## src/tce_pkg.sv

```systemverilog
// Constants for the transparent channel event and error block.
// Assumes a Wishbone classic slave with 32-bit data and byte addresses.
package tce_pkg;

  // Register byte addresses
  localparam logic [7:0] TCE_CTRL_ADDR    = 8'h00;
  localparam logic [7:0] TCE_ACT_ADDR     = 8'h04;
  localparam logic [7:0] TCE_STATUS_ADDR  = 8'h08;
  localparam logic [7:0] TCE_MASK_ADDR    = 8'h0C;
  localparam logic [7:0] TCE_SUSP_ADDR    = 8'h10;

  // Control register fields
  localparam int TCE_CTRL_MODE_LSB = 0;
  localparam int TCE_CTRL_ABT_BIT  = 3;
  localparam int TCE_CTRL_OOFM_BIT = 4;
  localparam logic [4:0] TCE_CTRL_RST = 5'h00;

  // Activate register: transmit channels at bit 0 upward, receive at bit 8 upward
  localparam int TCE_ACT_RX_LSB = 8;

  // Port modes; only the first four run the frame flywheel check
  localparam logic [2:0] TCE_MODE_T1   = 3'h0;
  localparam logic [2:0] TCE_MODE_E1   = 3'h1;
  localparam logic [2:0] TCE_MODE_2E1  = 3'h2;
  localparam logic [2:0] TCE_MODE_4E1  = 3'h3;

  // Frame lengths in bit clocks
  localparam logic [10:0] TCE_LEN_T1  = 11'h0C1;
  localparam logic [10:0] TCE_LEN_E1  = 11'h100;
  localparam logic [10:0] TCE_LEN_2E1 = 11'h200;
  localparam logic [10:0] TCE_LEN_4E1 = 11'h400;

  // Event and error bits of status and mask registers
  localparam int TCE_EV_EOB_TX  = 0;
  localparam int TCE_EV_EOB_RX  = 1;
  localparam int TCE_EV_FRAME_RECOVERY_EVENT    = 2;
  localparam int TCE_EV_ONR_TX  = 3;
  localparam int TCE_EV_FIFO_RUN_ERROR_TX = 4;
  localparam int TCE_EV_ONR_RX  = 5;
  localparam int TCE_EV_FIFO_RUN_ERROR_RX = 6;
  localparam int TCE_EV_FRAME_ALIGNMENT_CHANGE_ERROR    = 7;
  localparam int TCE_EV_OOF     = 8;
  localparam int TCE_EV_W       = 9;
  localparam logic [8:0] TCE_STATUS_RST = 9'h000;
  localparam logic [8:0] TCE_MASK_RST   = 9'h000;

  // Channel direction state, Gray along off -> run -> suspended
  typedef enum logic [1:0] {
    TCE_CH_OFF  = 2'b00,
    TCE_CH_RUN  = 2'b01,
    TCE_CH_SUSP = 2'b11
  } tce_ch_e;

endpackage : tce_pkg

```

## src/tce_chan.sv

```systemverilog
// One channel: transmit and receive state with event detection.
// Assumes all inputs are on ref_clk_i; group frame pulses come pre-synchronised.
`timescale 1ns/1ps
module tce_chan
  import tce_pkg::*;
(
  input  wire logic                ref_clk_i,
  input  wire logic                rst_n_i,
  input  wire logic                act_tx_i,
  input  wire logic                act_rx_i,
  input  wire logic                tx_buf_done_i,
  input  wire logic                tx_eob_en_i,
  input  wire logic                tx_data_need_i,
  input  wire logic                tx_next_host_i,
  input  wire logic                tx_fifo_empty_i,
  input  wire logic                tx_dev_owns_i,
  input  wire logic                rx_buf_done_i,
  input  wire logic                rx_eob_en_i,
  input  wire logic                rx_fifo_ovf_i,
  input  wire logic                rx_dev_buf_i,
  input  wire logic                rx_fifo_orun_i,
  input  wire logic                frame_alignment_change_error_i,
  input  wire logic                oof_enter_i,
  input  wire logic                oof_exit_i,
  input  wire logic                oof_level_i,
  input  wire logic                oof_abort_i,
  input  wire logic                frame_recovery_event_mask_i,
  output logic [TCE_EV_W-1:0]      evt_o,
  output logic                     tx_run_o,
  output logic                     tx_susp_o,
  output logic                     rx_run_o,
  output logic                     rx_susp_o,
  output logic                     rx_ones_o
);

  tce_ch_e               tx_q, tx_d, rx_q, rx_d;
  logic [TCE_EV_W-1:0]   evt_d;
  logic                  rx_ones_d;

  always_comb begin
    tx_d  = tx_q;
    rx_d  = rx_q;
    evt_d = '0;
    // Transmit direction is independent of receive
    case (tx_q)
      TCE_CH_RUN: begin
        if (tx_data_need_i && tx_next_host_i) begin
          evt_d[TCE_EV_ONR_TX] = 1'b1;
          tx_d = TCE_CH_OFF;
        end else if (tx_data_need_i && tx_fifo_empty_i && tx_dev_owns_i) begin
          evt_d[TCE_EV_FIFO_RUN_ERROR_TX] = 1'b1;
          tx_d = TCE_CH_SUSP;
        end
        // Buffer end posts the event; descriptor advance is the DMA's own
        if (tx_buf_done_i && tx_eob_en_i) evt_d[TCE_EV_EOB_TX] = 1'b1;
      end
      TCE_CH_OFF, TCE_CH_SUSP: begin
        if (act_tx_i) tx_d = TCE_CH_RUN;
      end
      default: tx_d = TCE_CH_OFF;
    endcase
    case (rx_q)
      TCE_CH_RUN: begin
        if (rx_buf_done_i && rx_eob_en_i) evt_d[TCE_EV_EOB_RX] = 1'b1;
        if (oof_exit_i && !frame_recovery_event_mask_i) evt_d[TCE_EV_FRAME_RECOVERY_EVENT] = 1'b1;
        if (rx_fifo_ovf_i && !rx_dev_buf_i) begin
          evt_d[TCE_EV_ONR_RX] = 1'b1;
          rx_d = TCE_CH_OFF;
        end else if (rx_fifo_orun_i) begin
          evt_d[TCE_EV_FIFO_RUN_ERROR_RX] = 1'b1;
          rx_d = TCE_CH_SUSP;
        end
        if (frame_alignment_change_error_i) begin
          evt_d[TCE_EV_FRAME_ALIGNMENT_CHANGE_ERROR] = 1'b1;
          if (oof_abort_i) rx_d = TCE_CH_SUSP;
        end
        if (oof_enter_i) begin
          evt_d[TCE_EV_OOF] = 1'b1;
          if (oof_abort_i) rx_d = TCE_CH_SUSP;
        end
      end
      TCE_CH_OFF, TCE_CH_SUSP: begin
        if (act_rx_i) rx_d = TCE_CH_RUN;
      end
      default: rx_d = TCE_CH_OFF;
    endcase
    // All-ones substitution while out of frame without abort
    rx_ones_d = (rx_d == TCE_CH_RUN) && oof_level_i && !oof_abort_i;
  end

  always_ff @(posedge ref_clk_i) begin
    if (!rst_n_i) begin
      tx_q      <= TCE_CH_OFF;
      rx_q      <= TCE_CH_OFF;
      evt_o     <= '0;
      tx_run_o  <= 1'b0;
      tx_susp_o <= 1'b0;
      rx_run_o  <= 1'b0;
      rx_susp_o <= 1'b0;
      rx_ones_o <= 1'b0;
    end else begin
      tx_q      <= tx_d;
      rx_q      <= rx_d;
      evt_o     <= evt_d;
      tx_run_o  <= (tx_d == TCE_CH_RUN);
      tx_susp_o <= (tx_d != TCE_CH_RUN);
      rx_run_o  <= (rx_d == TCE_CH_RUN);
      rx_susp_o <= (rx_d != TCE_CH_RUN);
      rx_ones_o <= rx_ones_d;
    end
  end

endmodule : tce_chan

```

## src/tce_top.sv

```systemverilog
// Transparent-mode event and error handling for a channel group.
// Assumes datapath strobes on ref_clk_i and framer pins from another domain.
`timescale 1ns/1ps
// Overview of operation
// Transmit buffer end posts event, direction one
// Never report end-of-message in transparent mode
// Receive buffer end posts event, direction zero
// Out-of-frame to in-frame posts recovery unless masked; code posts it only for running receive channels
// Host-owned transmit buffer: ownership error, suspend; code deactivates the channel instead
// Transmit FIFO empty while owning buffer: run error
// Host supplies descriptors then reactivates transmit
// Receive overflow without buffer: ownership error, deactivate
// Receive FIFO overrun: run error, discard, suspend
// Host reactivates suspended receive channel
// Unexpected sync rise on T1/E1 ports: alignment error
// Alignment change: continue or suspend per abort
// Out-of-frame: error, discard, all-ones when not aborting
// Abort set: suspend, host reactivates after recovery
// Host keeps end-of-message flag zero
// Transmit ownership underflow deactivates, sends idle
// Channels and directions tracked independently
module tce_top
  import tce_pkg::*;
#(
  parameter int NUM_CH = 8
) (
  input  wire logic              ref_clk_i,
  input  wire logic              rst_n_i,
  // Wishbone classic slave
  input  wire logic              wb_cyc_i,
  input  wire logic              wb_stb_i,
  input  wire logic              wb_we_i,
  input  wire logic [7:0]        wb_adr_i,
  input  wire logic [3:0]        wb_sel_i,
  input  wire logic [31:0]       wb_dat_i,
  output logic [31:0]            wb_dat_o,
  output logic                   wb_ack_o,
  output logic                   irq_o,
  // Framer pins
  input  wire logic              link_clk_i,
  input  wire logic              receive_frame_sync_i,
  input  wire logic              out_of_frame_i,
  // Datapath strobes, one bit per channel
  input  wire logic [NUM_CH-1:0] tx_buf_done_i,
  input  wire logic [NUM_CH-1:0] tx_eob_en_i,
  input  wire logic [NUM_CH-1:0] tx_data_need_i,
  input  wire logic [NUM_CH-1:0] tx_next_host_i,
  input  wire logic [NUM_CH-1:0] tx_fifo_empty_i,
  input  wire logic [NUM_CH-1:0] tx_dev_owns_i,
  input  wire logic [NUM_CH-1:0] rx_buf_done_i,
  input  wire logic [NUM_CH-1:0] rx_eob_en_i,
  input  wire logic [NUM_CH-1:0] rx_fifo_ovf_i,
  input  wire logic [NUM_CH-1:0] rx_dev_buf_i,
  input  wire logic [NUM_CH-1:0] rx_fifo_orun_i,
  // Per-channel controls to the datapath
  output logic [NUM_CH-1:0]      tx_idle_code_o,
  output logic [NUM_CH-1:0]      tx_bus_stop_o,
  output logic [NUM_CH-1:0]      rx_discard_o,
  output logic [NUM_CH-1:0]      rx_all_ones_o
);

  // Synchronisers for framer pins
  logic [2:0] clk_s_q;
  logic [2:0] sync_s_q;
  logic [2:0] oof_s_q;
  logic       sync_prev_q;
  logic       sync_prev_d;
  logic       oof_prev_q;
  logic       clk_rise;
  logic       sync_rise;

  always_ff @(posedge ref_clk_i) begin
    if (!rst_n_i) begin
      clk_s_q  <= 3'h0;
      sync_s_q <= 3'h0;
      oof_s_q  <= 3'h0;
    end else begin
      clk_s_q  <= {clk_s_q[1:0], link_clk_i};
      sync_s_q <= {sync_s_q[1:0], receive_frame_sync_i};
      oof_s_q  <= {oof_s_q[1:0], out_of_frame_i};
    end
  end

  // Edge detection reads only stages two and three
  assign clk_rise  = clk_s_q[1] && !clk_s_q[2];
  assign sync_rise = clk_rise && sync_s_q[1] && !sync_prev_q;

  // Frame flywheel: counts link bit clocks between syncs
  logic [10:0] fly_cnt_q;
  logic [10:0] fly_cnt_d;
  logic        aligned_q;
  logic        aligned_d;
  logic [10:0] frame_len;
  logic        frame_alignment_change_error_q;
  logic        frame_alignment_change_error_d;
  logic        oof_enter_q;
  logic        oof_enter_d;
  logic        oof_exit_q;
  logic        oof_exit_d;
  logic [4:0]  ctrl_q;
  logic [4:0]  ctrl_d;
  logic [2:0]  port_mode;
  logic        flywheel_mode;

  assign port_mode     = ctrl_q[TCE_CTRL_MODE_LSB +: 3];
  // Only framed port modes check the sync position
  assign flywheel_mode = (port_mode == TCE_MODE_T1)  ||
                         (port_mode == TCE_MODE_E1)  ||
                         (port_mode == TCE_MODE_2E1) ||
                         (port_mode == TCE_MODE_4E1);

  always_comb begin
    case (port_mode)
      TCE_MODE_T1:  frame_len = TCE_LEN_T1;
      TCE_MODE_E1:  frame_len = TCE_LEN_E1;
      TCE_MODE_2E1: frame_len = TCE_LEN_2E1;
      TCE_MODE_4E1: frame_len = TCE_LEN_4E1;
      default:      frame_len = TCE_LEN_E1;
    endcase
    fly_cnt_d   = fly_cnt_q;
    aligned_d   = aligned_q;
    sync_prev_d = sync_prev_q;
    frame_alignment_change_error_d      = 1'b0;
    if (clk_rise) begin
      sync_prev_d = sync_s_q[1];
      if (sync_rise) begin
        // A sync rise away from the expected bit is an alignment change
        frame_alignment_change_error_d    = aligned_q && flywheel_mode && (fly_cnt_q != frame_len - 11'h001);
        fly_cnt_d = 11'h000;
        aligned_d = 1'b1;
      end else if (fly_cnt_q == frame_len - 11'h001) begin
        fly_cnt_d = 11'h000;
      end else begin
        fly_cnt_d = fly_cnt_q + 11'h001;
      end
    end
    // Loss of frame drops the flywheel lock
    if (oof_s_q[1]) aligned_d = 1'b0;
    oof_enter_d = oof_s_q[1] && !oof_prev_q;
    oof_exit_d  = !oof_s_q[1] && oof_prev_q;
  end

  always_ff @(posedge ref_clk_i) begin
    if (!rst_n_i) begin
      fly_cnt_q   <= 11'h000;
      aligned_q   <= 1'b0;
      sync_prev_q <= 1'b0;
      frame_alignment_change_error_q      <= 1'b0;
      oof_prev_q  <= 1'b0;
      oof_enter_q <= 1'b0;
      oof_exit_q  <= 1'b0;
    end else begin
      fly_cnt_q   <= fly_cnt_d;
      aligned_q   <= aligned_d;
      sync_prev_q <= sync_prev_d;
      frame_alignment_change_error_q      <= frame_alignment_change_error_d;
      oof_prev_q  <= oof_s_q[1];
      oof_enter_q <= oof_enter_d;
      oof_exit_q  <= oof_exit_d;
    end
  end

  // Per-channel state
  logic [NUM_CH-1:0]   act_tx;
  logic [NUM_CH-1:0]   act_rx;
  logic [NUM_CH-1:0]   tx_run;
  logic [NUM_CH-1:0]   tx_susp;
  logic [NUM_CH-1:0]   rx_run;
  logic [NUM_CH-1:0]   rx_susp;
  logic [NUM_CH-1:0]   rx_ones;
  logic [TCE_EV_W-1:0] ch_evt [NUM_CH];

  genvar g;
  generate
    for (g = 0; g < NUM_CH; g++) begin : g_ch
      tce_chan u_chan (
        .ref_clk_i       (ref_clk_i),
        .rst_n_i         (rst_n_i),
        .act_tx_i        (act_tx[g]),
        .act_rx_i        (act_rx[g]),
        .tx_buf_done_i   (tx_buf_done_i[g]),
        .tx_eob_en_i     (tx_eob_en_i[g]),
        .tx_data_need_i  (tx_data_need_i[g]),
        .tx_next_host_i  (tx_next_host_i[g]),
        .tx_fifo_empty_i (tx_fifo_empty_i[g]),
        .tx_dev_owns_i   (tx_dev_owns_i[g]),
        .rx_buf_done_i   (rx_buf_done_i[g]),
        .rx_eob_en_i     (rx_eob_en_i[g]),
        .rx_fifo_ovf_i   (rx_fifo_ovf_i[g]),
        .rx_dev_buf_i    (rx_dev_buf_i[g]),
        .rx_fifo_orun_i  (rx_fifo_orun_i[g]),
        .frame_alignment_change_error_i          (frame_alignment_change_error_q),
        .oof_enter_i     (oof_enter_q),
        .oof_exit_i      (oof_exit_q),
        .oof_level_i     (oof_prev_q),
        .oof_abort_i     (ctrl_q[TCE_CTRL_ABT_BIT]),
        .frame_recovery_event_mask_i     (ctrl_q[TCE_CTRL_OOFM_BIT]),
        .evt_o           (ch_evt[g]),
        .tx_run_o        (tx_run[g]),
        .tx_susp_o       (tx_susp[g]),
        .rx_run_o        (rx_run[g]),
        .rx_susp_o       (rx_susp[g]),
        .rx_ones_o       (rx_ones[g])
      );
    end
  endgenerate

  // Running receive channels flush their FIFO as the frame is lost
  logic [NUM_CH-1:0]   oof_flush;
  assign oof_flush = {NUM_CH{oof_enter_q}} & rx_run;

  // Register bus, status and interrupt
  logic [TCE_EV_W-1:0] status_q;
  logic [TCE_EV_W-1:0] status_d;
  logic [TCE_EV_W-1:0] mask_q;
  logic [TCE_EV_W-1:0] mask_d;
  logic [TCE_EV_W-1:0] evt_any;
  logic                ack_d;
  logic                req;
  logic [31:0]         rdat_d;
  logic                irq_d;
  logic                wr;
  logic                rd;

  assign req = wb_cyc_i && wb_stb_i && !wb_ack_o;
  assign wr  = req && wb_we_i;
  assign rd  = req && !wb_we_i;

  always_comb begin
    evt_any = '0;
    for (int i = 0; i < NUM_CH; i++) begin
      evt_any = evt_any | ch_evt[i];
    end
    ctrl_d = ctrl_q;
    mask_d = mask_q;
    act_tx = '0;
    act_rx = '0;
    rdat_d = 32'h0000_0000;
    ack_d  = req;
    if (wr && wb_sel_i[0] && wb_adr_i == TCE_CTRL_ADDR) ctrl_d = wb_dat_i[4:0];
    if (wr && wb_adr_i == TCE_MASK_ADDR) begin
      if (wb_sel_i[0]) mask_d[7:0] = wb_dat_i[7:0];
      if (wb_sel_i[1]) mask_d[8]   = wb_dat_i[8];
    end
    // Activate commands: host reactivation path
    if (wr && wb_adr_i == TCE_ACT_ADDR) begin
      if (wb_sel_i[0]) act_tx = wb_dat_i[NUM_CH-1:0];
      if (wb_sel_i[1]) act_rx = wb_dat_i[TCE_ACT_RX_LSB +: NUM_CH];
    end
    if (rd) begin
      case (wb_adr_i)
        TCE_CTRL_ADDR:   rdat_d[4:0] = ctrl_q;
        TCE_ACT_ADDR: begin
          rdat_d[NUM_CH-1:0]                  = tx_run;
          rdat_d[TCE_ACT_RX_LSB +: NUM_CH]    = rx_run;
        end
        TCE_STATUS_ADDR: rdat_d[TCE_EV_W-1:0] = status_q;
        TCE_MASK_ADDR:   rdat_d[TCE_EV_W-1:0] = mask_q;
        TCE_SUSP_ADDR: begin
          rdat_d[NUM_CH-1:0]                  = tx_susp;
          rdat_d[TCE_ACT_RX_LSB +: NUM_CH]    = rx_susp;
        end
        default:         rdat_d = 32'h0000_0000;
      endcase
    end
    // Read clears status; a same-cycle event survives the clear.
    // No end-of-message bit exists in transparent mode
    status_d = status_q;
    if (rd && wb_adr_i == TCE_STATUS_ADDR) status_d = '0;
    status_d = status_d | evt_any;
    irq_d    = |(status_d & mask_d);
  end

  always_ff @(posedge ref_clk_i) begin
    if (!rst_n_i) begin
      ctrl_q         <= TCE_CTRL_RST;
      status_q       <= TCE_STATUS_RST;
      mask_q         <= TCE_MASK_RST;
      wb_ack_o       <= 1'b0;
      wb_dat_o       <= 32'h0000_0000;
      irq_o          <= 1'b0;
      tx_idle_code_o <= '0;
      tx_bus_stop_o  <= '0;
      rx_discard_o   <= '0;
      rx_all_ones_o  <= '0;
    end else begin
      ctrl_q         <= ctrl_d;
      status_q       <= status_d;
      mask_q         <= mask_d;
      wb_ack_o       <= ack_d;
      wb_dat_o       <= rdat_d;
      irq_o          <= irq_d;
      tx_idle_code_o <= tx_susp;
      tx_bus_stop_o  <= tx_susp;
      rx_discard_o   <= rx_susp | oof_flush;
      rx_all_ones_o  <= rx_ones;
    end
  end

endmodule : tce_top

```

## config.mk

```make
export PLATFORM = sky130hd
export DESIGN_NAME = tce_top
export DESIGN_NICKNAME = d
export VERILOG_FILES = /design/src/tce_pkg.sv /design/src/tce_chan.sv /design/src/tce_top.sv
export SDC_FILE = /design/constraint.sdc
export NUM_CORES = 1
export LEC_CHECK = 0
export ABC_AREA = 1
export BUFFER_PORTS_ARGS = -buffer_cell sky130_fd_sc_hd__buf_2
export CELL_PAD_IN_SITES_DETAIL_PLACEMENT = 1
export CELL_PAD_IN_SITES_GLOBAL_PLACEMENT = 1
export CORE_MARGIN = 3
export CORE_UTILIZATION = 35
export DETAILED_ROUTE_END_ITERATION = 10
export GPL_TIMING_DRIVEN = 0
export PLACE_DENSITY = 0.77
export SKIP_CTS_REPAIR_TIMING = 1
export SYNTH_ARGS = -nofsm -noshare
export SYNTH_HDL_FRONTEND = slang
export SYNTH_SLANG_ARGS = --single-unit
```

## constraint.sdc

```tcl
create_clock -name ref_clk_i -period 1.4 [get_ports ref_clk_i]
set_input_delay 0.14 -clock ref_clk_i [delete_from_list [all_inputs] [get_ports ref_clk_i]]
set_output_delay 0.14 -clock ref_clk_i [all_outputs]
set_load 0.01 [all_outputs]
```

==> metrics.md <==
| Metric | Value |
|---|---|
| Worst Hold Path Cells | `3` |
| Worst Hold End | `g_ch[5].u_chan.evt_o[6]` |
| Worst r2r src | `wb_ack_o` |
| Layout area overhead | `43.0%` |
| Slowest stage cell on the critical path | `dfxtp_2` |
| Largest net degree at the start of global routing | `17` |
| Unrepaired setup endpoints after global routing | `true` |
| Layout Skew | `0.0206 ns` |
| CP Max Fanout | `6` |
| Number of H-tree levels | `1` |
| Die Span Y | `approximately 170 um` |
| Crit end category | `flip-flop` |
| Fin. max-slew vios | `0` |
| Pleak | `6.37 nW` |
| Max rail drop VDD | `0.661 mV` |
| DRT Pass-1 Iters | `5` |
| Die W | `~170 um` |
| Critical path depth | `12` |
| Final Hold Fails | `6` |
| Number of flops mapped to enable cells by yosys | `0` |
| Fmax | `590 MHz` |
| Gpl congestion | `0.863` |
| Status | `finished, violations left` |
| Cell area after synthesis | `9590 um^2` |
| Final worst slack | `-0.296 ns` |
| Gr usage total | `20.0%` |
| FF-to-FF End | `g_ch[5].u_chan.tx_susp_o` |
| Violated checks | `negative hold slack, negative setup slack` |
| # Max-Cap Violations | `0` |
| Top delay family on crit path | `simple AND/OR/NAND/NOR gates` |
| Most frequent cells in the layout | `nand2_1 (260), dfxtp_1 (221), buf_2 (176), nor2_1 (158), inv_1 (145)` |
| R2R setup slack | `-0.30 ns` |
| Critical path's largest stage delay | `0.32 ns` |
| Iteration-0 DRC Markers | `452` |
| Hold_sp | `rx_dev_buf_i[5]` |
| Starting Density | `around 36%` |
| Critical path required time | `approximately 1.8 ns` |
| Worst-path cell chain | `inv_2, nand4_1, buf_6, inv_8, buf_12, nand4_1, nand2_1, nand2_2, nand2_2, nand3_2, nand2_2, inv_2` |
| Core Box Area | `around 27000 um^2` |
| Fin crit share | `121%` |
| Setup-failing EPs final | `80` |
| Netlist cell types | `46` |
| CTS tree | `done` |
| Gr ovfl total | `0` |
| Worst R2R Path Depth | `12` |
| Tightest Pin Transition | `0.812 ns` |
| Hold WS | `-0.0704 ns` |
| Core Util, Final | `51.7%` |
| Max clock buf depth | `3` |
| Detailed Route WL | `36.3 mm` |
| Synth Flop Type | `dfxtp_1` |
| DRC | `0` |
| Vias | `9631` |
| DP Wirelength | `~22 mm` |
| CP arrival | `2.13 ns` |
| Top cell by count, worst path | `nand2_2` |
| YS warnings | `0` |
| CTS sink count | `233` |
| Initial antenna violation count | `1` |
| Rows | `a little under 60` |
| Post-Layout Cell Count | `around 1900` |
| Commonest non-fill, non-tap cell in the layout | `nand2_1` |
| Synth Register Bits | `around 230` |
| Vias in the first global route | `9132` |
| Area share of the leading cell type in the synthesized netlist | `48.6%` |
| Crit path launch type | `flip-flop` |
| First-pass GRT wire length | `46.6 mm` |
| CP Class | `reg2reg` |
| Share of cells above drive strength 1 | `28.7%` |
| Clk Tree Root Cell | `clkbuf_16` |
| Final #Nets | `between 1500 and 2000` |
| Synth async-reset ratio | `0%` |
| Crit path buf inv count | `5` |
| Post-synthesis sequential area ratio | `48.6%` |
| CTS buffer count | `26` |
| Avg WL per Cell | `approximately 19 um` |
| Worst-skew pair later-pin latency | `0.54 ns` |
| Worst Setup SP | `wb_ack_o` |
| Final min period | `1.70 ns` |
| Max_slew headroom | `45.8%` |
| Clk slew on worst S/H paths | `0.06 ns` |
| Syn Area/Cell | `7.68 um^2` |
| Vias per inst | `just under 5` |
| I/O Buffers | `170` |
| Synth area leader | `dfxtp_1` |
| I/O pin total | `206` |
| Die area | `29400 um^2` |
| Hold Path Class | `in2reg` |
| Post-route ant nets | `0` |
| Largest cells by area after synthesis | `dfxtp_1 (49%), nand2_1 (12%), nor2_1 (7.0%)` |
| PwrDens | `approximately 1100 nW/um^2` |
| Gate Count Post-Synth | `between 1000 and 1500` |
| Placed Cells incl. Taps | `1768` |
==> routing by layer <==
metal	vias to the layer above	part of all wire (%)	global-route usage (%)
li1	4570	-	-
met1	4740	42	25.8
met2	251	52	35.8
met3	70	4.1	2.87
met4	0	2.1	4.06
met5	-	0	0
==> cells in the mapped netlist (3+ instances only) <==
library cell,number
a21boi_0,6
a21oi_1,82
a22o_1,3
a31oi_1,10
and2_1,4
buf_1,4
buf_2,7
buf_4,27
clkbuf_1,10
dfxtp_1,233
ha_1,33
inv_1,156
nand2_1,294
nand2_2,8
nand3_1,45
nand3_2,4
nand4_1,10
nor2_1,179
nor2_2,3
nor3_1,37
nor3b_1,9
o211ai_1,3
o21ai_0,38
o21ai_1,4
o21bai_1,5
or2_2,4
xor2_1,3
==> sequential cells by signal, summed over array words and instances (netlist names), 9 cells and up <==
name,count
g_ch.u_chan.rx_q,16
wb_dat_o,16
g_ch.u_chan.tx_q,16
status_q,9
g_ch.u_chan.evt_o,72
mask_q,9
fly_cnt_q,11
==> cell type report <==
type                    instances  area (um^2)
diodes                          1         2.50
plain buffers                  51          363
clock buffers                  32          724
clock inverters                15          160
fillers                      3182        12800
inverters                     158          612
multi-input cells             821         4680
flip-flops and latches        233         4690
well taps                     335          419
repair buffers                290         2050
repair inverters                1         8.76
==> power breakdown <==
group          leakage [nW]  internal [mW]  total (mW)  switching [mW]
clock                 0.438           4.11        7.13            3.02
combinational          4.03          0.476        1.03           0.557
sequential             1.90           6.69        6.72          0.0369
total                  6.37           11.3        14.9            3.62
==> how the worst max path moves through the flow <==
stage | endpoint | slack, ns
after floorplan | g_ch[5].u_chan.rx_susp_o | -0.04
final | g_ch[5].u_chan.tx_susp_o | -0.30
after global placement | rx_all_ones_o[7] | -0.77
after detailed placement | rx_all_ones_o[7] | -0.77
after CTS | g_ch[7].u_chan.rx_susp_o | -0.65
after global routing | g_ch[5].u_chan.tx_susp_o | -0.38
==> cell families after synthesis <==
logic type | share of synthesized area, %
buffers and inverters | 9.65
other | 0.0391
and+or+nand+nor | 27.2
xor gates and xnor gates | 0.274
adders and majority gates | 4.31
AOI/OAI and AO/OA | 9.88
DFF | 48.6
==> through the flow <==
step	hold WS, ns	TNS, ns	power, mW	worst slack [ns]	cell area [um^2]
floorplan	0.219	-0.111	7.22	-0.0436	9660
global placement	0.322	-65.03	7.58	-0.771	10900
detailed placement	0.324	-69.63	7.59	-0.772	10900
CTS	-0.233	-39.62	14.6	-0.648	11800
global route	-0.00783	-17.90	15.3	-0.377	13700
finish	-0.0704	-11.80	14.9	-0.296	13700
==> worst reg2reg max path, stage by stage (launching register included) <==
cell and delay (ns):
dfxtp_2 0.32, inv_2 0.05, nand4_1 0.10, buf_6 0.18, inv_8 0.09, buf_12 0.11, nand4_1 0.22, nand2_1 0.17
nand2_2 0.08, nand2_2 0.08, nand3_2 0.10, nand2_2 0.08, inv_2 0.03
(Power assumes the default switching activity.)
